==> src/front_panel_reset_control_pkg.sv <==
// constants, register map and timing for the front panel reset control block
//----------------------------------------------------------------------------
// Overview of operation
//----------------------------------------------------------------------------
// Overview of operation
// - enabled abort press requests a processor interrupt at a software set level.
// - abort interrupt travels on serial interrupt source slot 14.
// - abort button level is readable as a general purpose input bit.
// - abort interrupt is edge triggered and debounced, one event per press.
// - reset button resets all board devices and asserts processor hard reset.
// - reset button also drives backplane system reset when system controller.
// - board fail lamp is lit while the board is in hard reset.
// - software turns board fail lamp on or off through bit 0 of status two.
// - controller lamp is lit exactly while the board is system controller.
// - activity lamp lights during boot flash, sdram or pci accesses.
// - as system controller the reset driver asserts backplane system reset.
// - system reset sources: button, power up, watchdog, miscellaneous control bit.
// - backplane system reset stays asserted at least 200 ms once raised.
// - non controller without global timeout waits unlimited for a backplane cycle.
// - master and slave use 32 bit address and data, serving A16 and A24 windows.
// - second connector carries upper 16 data bits and upper 8 address lines.
// - one register holds four location monitor bits, reachable locally and remotely.
package front_panel_reset_control_pkg;
   // register byte offsets
   localparam logic [7:0] OFS_CTRL       = 8'h00;
   localparam logic [7:0] OFS_STATUS     = 8'h04;
   localparam logic [7:0] OFS_SYS_STAT2  = 8'h08;
   localparam logic [7:0] OFS_MISC_CTRL  = 8'h0C;
   localparam logic [7:0] OFS_LOC_MON    = 8'h10;
   localparam logic [7:0] OFS_IRQ_STATUS = 8'h14;
   localparam logic [7:0] OFS_IRQ_MASK   = 8'h18;
   // field positions
   localparam int CTRL_ABORT_EN   = 0;
   localparam int CTRL_LEVEL_LSB  = 4;
   localparam int LEVEL_W         = 4;
   localparam int BOARD_FAIL_BIT  = 0;
   localparam int MISC_SYSRST_BIT = 0;
   localparam int IRQ_ABORT       = 0;
   localparam int IRQ_WATCHDOG    = 1;
   localparam int IRQ_LOC_MON     = 2;
   localparam int IRQ_W           = 3;
   localparam int LOC_MON_W       = 4;
   // values after reset
   localparam logic [7:0] CTRL_RST     = 8'h00;
   localparam logic [7:0] SYS_STAT2_RST = 8'h00;
   localparam logic [2:0] IRQ_MASK_RST  = 3'h0;
   // serial interrupt frame
   localparam int          SER_SLOTS      = 16;
   localparam logic [3:0]  ABORT_SER_SLOT = 4'hE;
   // backplane address spaces
   localparam logic [1:0]  SPACE_A32   = 2'h0;
   localparam logic [1:0]  SPACE_A24   = 2'h1;
   localparam logic [1:0]  SPACE_A16   = 2'h2;
   localparam logic [31:0] A16_BASE    = 32'hFFFF_0000;
   localparam logic [31:0] A24_BASE    = 32'hFF00_0000;
   // timing
   localparam int CLK_HZ          = 200_000_000;
   localparam int SYSRST_HOLD_MS  = 200;
   localparam int DEBOUNCE_MS     = 10;
   localparam int BUS_TIMEOUT_US  = 100;
   localparam int SYSRST_HOLD_CYC = SYSRST_HOLD_MS * (CLK_HZ / 1000);
   localparam int DEBOUNCE_CYC    = DEBOUNCE_MS * (CLK_HZ / 1000);
   localparam int BUS_TIMEOUT_CYC = BUS_TIMEOUT_US * (CLK_HZ / 1_000_000);
endpackage

==> src/front_panel_reset_control.sv <==
// front panel abort/reset buttons, status lamps and backplane system reset
module front_panel_reset_control
   import front_panel_reset_control_pkg::*;
#(
   parameter int P_SYSRST_HOLD_CYC = SYSRST_HOLD_CYC,
   parameter int P_DEBOUNCE_CYC    = DEBOUNCE_CYC,
   parameter int P_BUS_TIMEOUT_CYC = BUS_TIMEOUT_CYC
) (
   // clock and reset
   input  wire logic        i_mclk,
   input  wire logic        i_sys_rst,
   // avalon-mm slave
   input  wire logic [7:0]  i_avs_address,
   input  wire logic        i_avs_read,
   input  wire logic        i_avs_write,
   input  wire logic [31:0] i_avs_writedata,
   input  wire logic [3:0]  i_avs_byteenable,
   output logic      [31:0] o_avs_readdata,
   output logic             o_avs_waitrequest,
   // front panel pins
   input  wire logic        i_abort_button_n,
   input  wire logic        i_reset_button_n,
   input  wire logic        i_syscon_sel,
   input  wire logic        i_watchdog_timeout,
   input  wire logic        i_rom_busy,
   input  wire logic        i_sdram_busy,
   input  wire logic        i_pci_busy,
   output logic             o_board_fail_lamp,
   output logic             o_controller_lamp,
   output logic             o_activity_lamp,
   // resets
   output logic             o_board_reset,
   output logic             o_processor_hard_reset_n,
   input  wire logic        i_sysreset_n,
   output logic             o_sysreset_out,
   output logic             o_sysreset_oe_n,
   // interrupts
   output logic             o_irq,
   output logic             o_serint_sync,
   output logic             o_serint_data,
   output logic [3:0]       o_abort_level,
   // backplane cycle, same clock bridge logic
   input  wire logic        i_bp_start,
   input  wire logic [31:0] i_bp_addr,
   input  wire logic        i_bp_done,
   input  wire logic        i_global_timeout,
   input  wire logic [3:0]  i_bp_loc_mon_set,
   output logic             o_bp_busy,
   output logic             o_bp_error,
   output logic [1:0]       o_bp_space,
   output logic             o_p2_addr_hi_en,
   output logic             o_p2_data_hi_en,
   output logic [3:0]       o_loc_mon
);

   if (P_SYSRST_HOLD_CYC < 2 || P_DEBOUNCE_CYC < 2 || P_BUS_TIMEOUT_CYC < 2) begin : g_bad_count
      $error("front_panel_reset_control: counts must be at least 2");
   end
   localparam int HOLD_W = $clog2(P_SYSRST_HOLD_CYC + 1);
   localparam int DEB_W  = $clog2(P_DEBOUNCE_CYC + 1);
   localparam int BTO_W  = $clog2(P_BUS_TIMEOUT_CYC + 1);
   localparam int PIN_N  = 8;
   localparam logic [HOLD_W-1:0] HOLD_LOAD = HOLD_W'(P_SYSRST_HOLD_CYC - 1);
   localparam logic [DEB_W-1:0]  DEB_LAST  = DEB_W'(P_DEBOUNCE_CYC - 1);
   localparam logic [BTO_W-1:0]  BTO_LAST  = BTO_W'(P_BUS_TIMEOUT_CYC - 1);

   function automatic logic [31:0] lane_mask(input logic [3:0] be);
      lane_mask = {{8{be[3]}}, {8{be[2]}}, {8{be[1]}}, {8{be[0]}}};
   endfunction
   function automatic logic [1:0] space_of(input logic [31:0] addr);
      if (addr >= A16_BASE) begin
         space_of = SPACE_A16;
      end else if (addr >= A24_BASE) begin
         space_of = SPACE_A24;
      end else begin
         space_of = SPACE_A32;
      end
   endfunction

   //-------------------------------------------------------------------------
   // pin synchronisers
   //-------------------------------------------------------------------------
   logic [PIN_N-1:0] pin_raw;
   logic [PIN_N-1:0] pin_meta_ff;
   logic [PIN_N-1:0] pin_sync_ff;
   assign pin_raw = {i_sysreset_n, i_pci_busy, i_sdram_busy, i_rom_busy,
                     i_watchdog_timeout, i_syscon_sel, i_reset_button_n, i_abort_button_n};

   always_ff @(posedge i_mclk or posedge i_sys_rst) begin
      if (i_sys_rst) begin
         pin_meta_ff <= 8'h03;
         pin_sync_ff <= 8'h03;
      end else begin
         pin_meta_ff <= pin_raw;
         pin_sync_ff <= pin_meta_ff;
      end
   end

   logic syscon;
   logic any_busy;
   logic wdog_sync;
   logic sysrst_line_n;
   assign syscon        = pin_sync_ff[2];
   assign wdog_sync     = pin_sync_ff[3];
   assign any_busy      = |pin_sync_ff[6:4];
   assign sysrst_line_n = pin_sync_ff[7];

   //-------------------------------------------------------------------------
   // button debouncers: 0 abort, 1 reset; level is pressed-high
   //-------------------------------------------------------------------------
   logic [1:0] deb_ff;
   logic [1:0] deb_prev_ff;
   genvar gb;
   generate
      for (gb = 0; gb < 2; gb++) begin : g_deb
         logic [DEB_W-1:0] cnt_ff;
         always_ff @(posedge i_mclk or posedge i_sys_rst) begin
            if (i_sys_rst) begin
               cnt_ff     <= '0;
               deb_ff[gb] <= 1'b0;
            end else if (!pin_sync_ff[gb] == deb_ff[gb]) begin
               cnt_ff <= '0;
            end else if (cnt_ff == DEB_LAST) begin
               cnt_ff     <= '0;
               deb_ff[gb] <= !pin_sync_ff[gb];
            end else begin
               cnt_ff <= cnt_ff + 1'b1;
            end
         end
      end
   endgenerate

   logic wdog_prev_ff;
   always_ff @(posedge i_mclk or posedge i_sys_rst) begin
      if (i_sys_rst) begin
         deb_prev_ff  <= 2'h0;
         wdog_prev_ff <= 1'b0;
      end else begin
         deb_prev_ff  <= deb_ff;
         wdog_prev_ff <= wdog_sync;
      end
   end

   logic abort_press;
   logic reset_pressed;
   logic wdog_event;
   assign abort_press   = deb_ff[0] && !deb_prev_ff[0];
   assign reset_pressed = deb_ff[1];
   assign wdog_event    = wdog_sync && !wdog_prev_ff;

   //-------------------------------------------------------------------------
   // register bus
   //-------------------------------------------------------------------------
   logic        ack_ff;
   logic        req;
   logic        wr_take;
   logic [31:0] wdata;
   logic [7:0]  ctrl_ff;
   logic [7:0]  sys_stat2_ff;
   logic        misc_sysrst_ff;
   logic [3:0]  loc_mon_ff;
   logic [2:0]  irq_status_ff;
   logic [2:0]  irq_mask_ff;
   logic [31:0] avs_readdata_ff;
   logic        sysrst_active_ff;

   assign req               = i_avs_read || i_avs_write;
   assign o_avs_waitrequest = req && !ack_ff;
   assign wr_take           = i_avs_write && ack_ff;
   assign wdata             = i_avs_writedata & lane_mask(i_avs_byteenable);

   always_ff @(posedge i_mclk or posedge i_sys_rst) begin
      if (i_sys_rst) begin
         ack_ff <= 1'b0;
      end else begin
         ack_ff <= req && !ack_ff;
      end
   end

   always_ff @(posedge i_mclk or posedge i_sys_rst) begin
      if (i_sys_rst) begin
         avs_readdata_ff <= 32'h0000_0000;
      end else if (i_avs_read && !ack_ff) begin
         unique case (i_avs_address)
            OFS_CTRL:       avs_readdata_ff <= {24'h00_0000, ctrl_ff};
            OFS_STATUS:     avs_readdata_ff <= {28'h000_0000, !sysrst_line_n, sysrst_active_ff,
                                                syscon, deb_ff[0]};
            OFS_SYS_STAT2:  avs_readdata_ff <= {24'h00_0000, sys_stat2_ff};
            OFS_MISC_CTRL:  avs_readdata_ff <= {31'h0000_0000, misc_sysrst_ff};
            OFS_LOC_MON:    avs_readdata_ff <= {28'h000_0000, loc_mon_ff};
            OFS_IRQ_STATUS: avs_readdata_ff <= {29'h0000_0000, irq_status_ff};
            OFS_IRQ_MASK:   avs_readdata_ff <= {29'h0000_0000, irq_mask_ff};
            default:        avs_readdata_ff <= 32'h0000_0000;
         endcase
      end
   end
   assign o_avs_readdata = avs_readdata_ff;

   always_ff @(posedge i_mclk or posedge i_sys_rst) begin
      if (i_sys_rst) begin
         ctrl_ff      <= CTRL_RST;
         sys_stat2_ff <= SYS_STAT2_RST;
         irq_mask_ff  <= IRQ_MASK_RST;
      end else if (wr_take) begin
         if (i_avs_address == OFS_CTRL && i_avs_byteenable[0]) begin
            ctrl_ff <= wdata[7:0];
         end
         if (i_avs_address == OFS_SYS_STAT2 && i_avs_byteenable[0]) begin
            sys_stat2_ff <= {7'h00, wdata[BOARD_FAIL_BIT]};
         end
         if (i_avs_address == OFS_IRQ_MASK && i_avs_byteenable[0]) begin
            irq_mask_ff <= wdata[IRQ_W-1:0];
         end
      end
   end

   // miscellaneous control: writing the bit requests one system reset
   always_ff @(posedge i_mclk or posedge i_sys_rst) begin
      if (i_sys_rst) begin
         misc_sysrst_ff <= 1'b0;
      end else begin
         misc_sysrst_ff <= wr_take && i_avs_address == OFS_MISC_CTRL && wdata[MISC_SYSRST_BIT];
      end
   end

   // location monitors: local write or backplane set, set wins
   logic [3:0] loc_mon_base;
   assign loc_mon_base = (wr_take && i_avs_address == OFS_LOC_MON) ? wdata[LOC_MON_W-1:0] : loc_mon_ff;
   always_ff @(posedge i_mclk or posedge i_sys_rst) begin
      if (i_sys_rst) begin
         loc_mon_ff <= 4'h0;
      end else begin
         loc_mon_ff <= loc_mon_base | i_bp_loc_mon_set;
      end
   end
   assign o_loc_mon = loc_mon_ff;
   //-------------------------------------------------------------------------
   // interrupt status, mask and serial frame
   //-------------------------------------------------------------------------
   logic [2:0] irq_set;
   logic [2:0] irq_clr;
   assign irq_set = {|i_bp_loc_mon_set, wdog_event, abort_press && ctrl_ff[CTRL_ABORT_EN]};
   assign irq_clr = (wr_take && i_avs_address == OFS_IRQ_STATUS) ? wdata[IRQ_W-1:0] : 3'h0;

   always_ff @(posedge i_mclk or posedge i_sys_rst) begin
      if (i_sys_rst) begin
         irq_status_ff <= 3'h0;
      end else begin
         irq_status_ff <= (irq_status_ff & ~irq_clr) | irq_set;
      end
   end
   assign o_irq = |(irq_status_ff & irq_mask_ff);
   logic [3:0] slot_ff;
   logic       ser_sync_ff;
   logic       ser_data_ff;
   always_ff @(posedge i_mclk or posedge i_sys_rst) begin
      if (i_sys_rst) begin
         slot_ff     <= 4'h0;
         ser_sync_ff <= 1'b0;
         ser_data_ff <= 1'b0;
      end else begin
         slot_ff     <= 4'(slot_ff + 1'b1);
         ser_sync_ff <= slot_ff == 4'h0;
         ser_data_ff <= slot_ff == ABORT_SER_SLOT && irq_status_ff[IRQ_ABORT]
                        && irq_mask_ff[IRQ_ABORT];
      end
   end
   assign o_serint_sync = ser_sync_ff;
   assign o_serint_data = ser_data_ff;
   assign o_abort_level = ctrl_ff[CTRL_LEVEL_LSB +: LEVEL_W];

   //-------------------------------------------------------------------------
   // board reset and backplane system reset
   //-------------------------------------------------------------------------
   logic              por_ff;
   logic [HOLD_W-1:0] hold_cnt_ff;
   logic              sysrst_req;
   logic              board_reset_ff;
   logic              sysrst_oe_n_ff;
   assign sysrst_req = reset_pressed || por_ff || wdog_sync || misc_sysrst_ff;

   always_ff @(posedge i_mclk or posedge i_sys_rst) begin
      if (i_sys_rst) begin
         por_ff           <= 1'b1;
         hold_cnt_ff      <= HOLD_LOAD;
         sysrst_active_ff <= 1'b1;
      end else begin
         por_ff <= 1'b0;
         if (sysrst_req) begin
            hold_cnt_ff      <= HOLD_LOAD;
            sysrst_active_ff <= 1'b1;
         end else if (hold_cnt_ff != '0) begin
            hold_cnt_ff <= hold_cnt_ff - 1'b1;
         end else begin
            sysrst_active_ff <= 1'b0;
         end
      end
   end

   always_ff @(posedge i_mclk or posedge i_sys_rst) begin
      if (i_sys_rst) begin
         board_reset_ff <= 1'b1;
         sysrst_oe_n_ff <= 1'b1;
      end else begin
         board_reset_ff <= reset_pressed;
         sysrst_oe_n_ff <= !(sysrst_active_ff && syscon);
      end
   end
   assign o_board_reset            = board_reset_ff;
   assign o_processor_hard_reset_n = !board_reset_ff;
   assign o_sysreset_out           = 1'b0;
   assign o_sysreset_oe_n          = sysrst_oe_n_ff;

   //-------------------------------------------------------------------------
   // lamps
   //-------------------------------------------------------------------------
   logic ctrl_lamp_ff;
   logic act_lamp_ff;
   always_ff @(posedge i_mclk or posedge i_sys_rst) begin
      if (i_sys_rst) begin
         ctrl_lamp_ff <= 1'b0;
         act_lamp_ff  <= 1'b0;
      end else begin
         ctrl_lamp_ff <= syscon;
         act_lamp_ff  <= any_busy;
      end
   end
   assign o_board_fail_lamp = board_reset_ff || sys_stat2_ff[BOARD_FAIL_BIT];
   assign o_controller_lamp = ctrl_lamp_ff;
   assign o_activity_lamp   = act_lamp_ff;

   //-------------------------------------------------------------------------
   // backplane cycle watch and address space
   //-------------------------------------------------------------------------
   logic             bp_busy_ff;
   logic             bp_error_ff;
   logic [BTO_W-1:0] bto_cnt_ff;
   logic [1:0]       bp_space_ff;
   always_ff @(posedge i_mclk or posedge i_sys_rst) begin
      if (i_sys_rst) begin
         bp_busy_ff  <= 1'b0;
         bp_error_ff <= 1'b0;
         bto_cnt_ff  <= '0;
         bp_space_ff <= SPACE_A32;
      end else begin
         bp_error_ff <= 1'b0;
         if (!bp_busy_ff) begin
            bto_cnt_ff <= '0;
            if (i_bp_start) begin
               bp_busy_ff  <= 1'b1;
               bp_space_ff <= space_of(i_bp_addr);
            end
         end else if (i_bp_done) begin
            bp_busy_ff <= 1'b0;
         end else if (i_global_timeout || (syscon && bto_cnt_ff == BTO_LAST)) begin
            bp_busy_ff  <= 1'b0;
            bp_error_ff <= 1'b1;
         end else if (syscon) begin
            bto_cnt_ff <= bto_cnt_ff + 1'b1;
         end
         // otherwise keep waiting with no limit
      end
   end
   assign o_bp_busy       = bp_busy_ff;
   assign o_bp_error      = bp_error_ff;
   assign o_bp_space      = bp_space_ff;
   assign o_p2_addr_hi_en = bp_busy_ff && bp_space_ff == SPACE_A32;
   assign o_p2_data_hi_en = bp_busy_ff;
endmodule

==> config.mk <==
export PLATFORM = sky130hd
export DESIGN_NAME = front_panel_reset_control
export DESIGN_NICKNAME = d
export VERILOG_FILES = /design/src/front_panel_reset_control_pkg.sv /design/src/front_panel_reset_control.sv
export SDC_FILE = /design/constraint.sdc
export NUM_CORES = 1
export LEC_CHECK = 0
export ABC_AREA = 0
export CAP_MARGIN = 10
export CELL_PAD_IN_SITES_DETAIL_PLACEMENT = 1
export CELL_PAD_IN_SITES_GLOBAL_PLACEMENT = 1
export CORE_MARGIN = 2
export CORE_UTILIZATION = 38
export DETAILED_ROUTE_END_ITERATION = 16
export DONT_BUFFER_PORTS = 1
export PLACE_DENSITY = 0.68
export SETUP_SLACK_MARGIN = 0.2
export SLEW_MARGIN = 5
export SYNTH_ARGS = -nofsm -noshare
export SYNTH_HDL_FRONTEND = slang
export SYNTH_SLANG_ARGS = --single-unit
==> constraint.sdc <==
create_clock -name i_mclk -period 11.1 [get_ports i_mclk]
set_input_delay 2.22 -clock i_mclk [delete_from_list [all_inputs] [get_ports i_mclk]]
set_output_delay 2.22 -clock i_mclk [all_outputs]
set_load 0.05 [all_outputs]
== Word-level counts from Yosys, hierarchy flattened ==
Index checks and enable logic that the tools add are counted.

* Bits in registers: 172
* Bits of input ports: 95
* Output and inout bits: 57
* Word-level logic and storage cells: 133

* $add $sub $neg: 5
* Magnitude comparators: 2
* Eq/ne operators: 16
* Multiplexer cells: 24
* Bitwise gates (word level): 9
* Reduce and logical (&&, ||, !) cells: 47

{| class="wikitable"
|+ Operators with widths
! kind !! count
|-
| $mux W21 || 4
|-
| $ge A32 B32 Y1 const B || 2
|-
| $mux W15 || 4
|-
| $pmux W8 S7 || 1
|-
| $mux W26 || 2
|-
| $add A21 B1 Y21 const B || 2
|-
| $eq A21 B21 Y1 const B || 2
|-
| $reduce_bool A26 Y1 || 1
|-
| $sub A26 B1 Y26 const B || 1
|-
| $eq A8 B5 Y1 const B || 3
|-
| $logic_and A1 B1 Y1 || 18
|-
| $eq A8 B4 Y1 const B || 2
|-
| $add A15 B1 Y15 const B || 1
|-
| $eq A15 B15 Y1 const B || 1
|-
| $reduce_and A2 Y1 || 6
|-
| $mux W1 || 10
|-
| $and A8 B8 Y8 || 1
|-
| $eq A8 B3 Y1 const B || 1
|-
| $logic_not A1 Y1 || 8
|-
| $logic_not A8 Y1 || 1
|-
| $ne A2 B2 Y1 const B || 4
|-
| $and A3 B3 Y3 || 2
|-
| $logic_or A1 B1 Y1 || 6
|-
| $reduce_or A3 Y1 || 2
|-
| 15 further kinds || 18
|}

== Longest topological paths before layout ==
* Depth after elaboration: 6
* Depth in mapped cells: 9
* Gate-level depth less buffers: 7

== Worst setup path after synthesis ==
No wires, ideal clock.

* Path kind: input to output
* Start: in i_avs_write
* End: out o_avs_waitrequest
* Arrival: 2917 ps
* Required time: 8880 ps
* Setup slack: 5963 ps
* Cell stages on the path: 2
* Buffers on the path: 0
* Cell sequence: nor2_1 nor2_1

* Word-level cells in the longest chain between the ends: 2

{| class="wikitable"
|+ RTL lines
! what !! RTL line !! RTL
|-
| start, declared || front_panel_reset_control.sv:15 || <nowiki>input wire logic i_avs_write,</nowiki>
|-
| $logic_or A1 B1 Y1 || front_panel_reset_control.sv:167 || <nowiki>assign req = i_avs_read || i_avs_write;</nowiki>
|-
| $logic_and A1 B1 Y1 || front_panel_reset_control.sv:168 || <nowiki>assign o_avs_waitrequest = req && !ack_ff;</nowiki>
|-
| end, declared || front_panel_reset_control.sv:19 || <nowiki>output logic o_avs_waitrequest,</nowiki>
|}

No other way between the ends.

== Final worst setup path ==
Ends and elaborated chain as after synthesis.

==> results.toml <==
[outcome]
status = "complete, but fails checks"
violations = "DRC"

[clock_network]
cts_buffers = 17
cts_buffer_depth = 2
cts_tree = "yes"
htree_levels = 4
path_clk_slew_ps = 60
cts_hold_buf = 0
cts_resized = 0
clock-sinks = 148
post_cts_buffers = 0
cts_root_buffer = "clkbuf_16"
clk_latency_ps = 420

[global_route]
first_global_vias = 5370
track_usage = 0.169
overflow = 0
grt_pass1_wl_mm = 26.8
grt_max_degree = 80
antenna_found_initial = 0

[synthesis]
synthTopCellsByCount = "dfrtp_1 (124), nor2_1 (84), nand2_1 (59)"
netlist_area_mm2 = 0.00703
ys_async_sr_fraction = 1.00
ys_seq_area_frac = 0.531
yosysMostFrequentCell = "dfrtp_1"
yosysTopAreaCell = "dfrtp_1"
synth_top_area_share = 0.441
ys_warn_count = 0
synth_edf_count = 0
synth_cell_types = 57
synth_cells = 687
synth_top_flop_cell = "dfrtp_1"
ys_seq_elements = 148
syn_area_per_cell_um2 = 10.2
synthTopCellsByArea = "dfrtp_1 (44%), dfstp_2 (9.0%), nor2_1 (4.5%)"

[routing]
drtPass1Iterations = 11
wirelength_mm = 15.8
antenna_left = 0
first_iter_violations = 308
vias = 5058
wl_per_cell_um = 17.0
via_per_inst = 5.44
drcViolationCount = 5

[power_and_ir_drop]
p_leak_uw = 0.00315
totalPowerFinal_uw = 1220
cellPowerDensity_mw_per_mm2 = 157
ir_drop_mv = 0.113

[worst_hold_path]
hold_class = "reg -> reg"

[die]
start_util = 0.389
coreArea_mm2 = 0.0181
die_h_um = 140
num_rows = 49
dieArea_mm2 = 0.0196
io_pins = 152
die_width_um = 140

[setup_path]
cpMostUsedCell = "nor2_1"
crit_type = "in -> out"
startpoint_type = "input pin"
cp_max_fo = 3
cp.required_ps = 8880
max_stage_delay_ps = 700
cp_slowest_cell = "nor2_1"
arrival_ps = 2950
crit_family = "simple AND/OR/NAND/NOR gates"
path_cells = "nor2_1 -> nor2_1"
crit_buf_inv = 0
worstSetupEndpointType = "primary output"

[sta]
finalSetupViolCount = 0
worstMarginPinSlew_ps = 996
rsz0062_at_grt = "no"
finClkSkew_ps = 7.12
fin_crit_ps = 5170
clock.fmax_ghz = 0.194
maxSlewViolCount = 0
fin_crit_sh = 0.465
slew-limit-headroom = 0.336
hold_viol = 0
setup_tns_ps = 0

[cells_and_area]
nNetsFinal = 789
area_growth_pct = 10.3
utilization = 0.429
diodes = 0
fillers = 1980
final_layout_size_suffix_gt1_frac = 0.121

[flow_run]
drv_cap = 0

[place]
routabilityCongestion = 0.799
hpwl_mm = 10.9
io_buffer_count = 0
==> kinds of logic after synthesis <==
logic type      share of synthesized area
fa+ha+maj                          0.0125
buf+inv                            0.0503
simple gates                        0.237
xor+xnor                           0.0685
mux                                0.0340
flops                               0.531
other cells                      0.000533
compound gates                     0.0667
==> cells in the final DEF (no fill, tap or decap), types with 4 or more instances in the layout <==
cell type and n:
nand2_1 59, nand4_1 23, clkbuf_16 17, o21ai_0 16, xnor2_1 22, a22o_1 5
inv_1 14, nor4_1 19, and4_1 6, dfrtp_1 124, a211o_1 4, o21ai_1 6
and3_1 8, mux2i_1 7, a31oi_1 4, mux2_2 13, dfstp_2 24, or2_2 5
or4_1 9, or3_1 18, nand3_1 41, a21oi_1 18, nor3_1 20, xor2_1 33
conb_1 26, nor2_1 84, inv_6 5, ha_1 7, o31ai_1 6
==> final cells by class <==
cell class / count / area, µm² / share of cell area
tap: 229 / 287 / 0.0369
clock buffer: 19 / 433 / 0.0558
timing repair buffer: 3 / 22.5 / 0.00290
clock inverter: 13 / 174 / 0.0224
sequential: 148 / 3730 / 0.481
inverter: 16 / 65.1 / 0.00838
multi-input combinational: 501 / 3050 / 0.393
==> per-layer routing <==
metal	GRT usage	wire length (µm)	up-vias
met5	0	0	-
met4	0.0654	270	0
met3	0.0393	503	25
met2	0.270	7670	79
met1	0.225	7350	2568
li1	-	-	2386
==> power breakdown <==
| part | leakage [µW] | internal (µW) | total (µW) | switching (µW) |
|---|---|---|---|---|
| logic | 0.000969 | 9.10 | 57.5 | 48.4 |
| clock network | 0.000285 | 357 | 595 | 238 |
| registers | 0.00189 | 549 | 562 | 13.5 |
| total | 0.00315 | 915 | 1220 | 300 |
==> state kept, by name, indices dropped and copies added (netlist names), 2 cells and up <==
name and cells:
g_deb.cnt_ff 42, hold_cnt_ff 26, bto_cnt_ff 15, ctrl_ff 8, o_avs_readdata 8, pin_meta_ff 8
pin_sync_ff 8, o_loc_mon 4, slot_ff 4, irq_mask_ff 3, irq_status_ff 3, o_bp_space 2
==> path summary, 6_finish.rpt <==
path                                endpoint  slack (ps)      startpoint  depth (start not counted)
min                           pin_sync_ff[4]         350  pin_meta_ff[4]                          0
min in group asynchronous  o_controller_lamp        1740       i_sys_rst                          1
max                        o_avs_waitrequest        5930     i_avs_write                          2
max in group asynchronous     pin_sync_ff[6]        7900       i_sys_rst                          2
max reg2reg                  hold_cnt_ff[11]        8170  hold_cnt_ff[0]                          7
min reg2reg                   pin_sync_ff[4]         350  pin_meta_ff[4]                          0
==> per-stage QoR <==
step | worst slack, ps | hold slack [ps] | instances | area, µm²
2_1_floorplan | 4940 | 331 | 712 | 7130
3_3_place_gp | 5940 | 334 | 897 | 7150
3_5_place_dp | 5930 | 338 | 897 | 7150
4_1_cts | 5930 | 354 | 929 | 7760
5_1_grt | 5910 | 355 | 929 | 7760
6_report | 5930 | 352 | 929 | 7760
(Power assumes the default switching activity.)
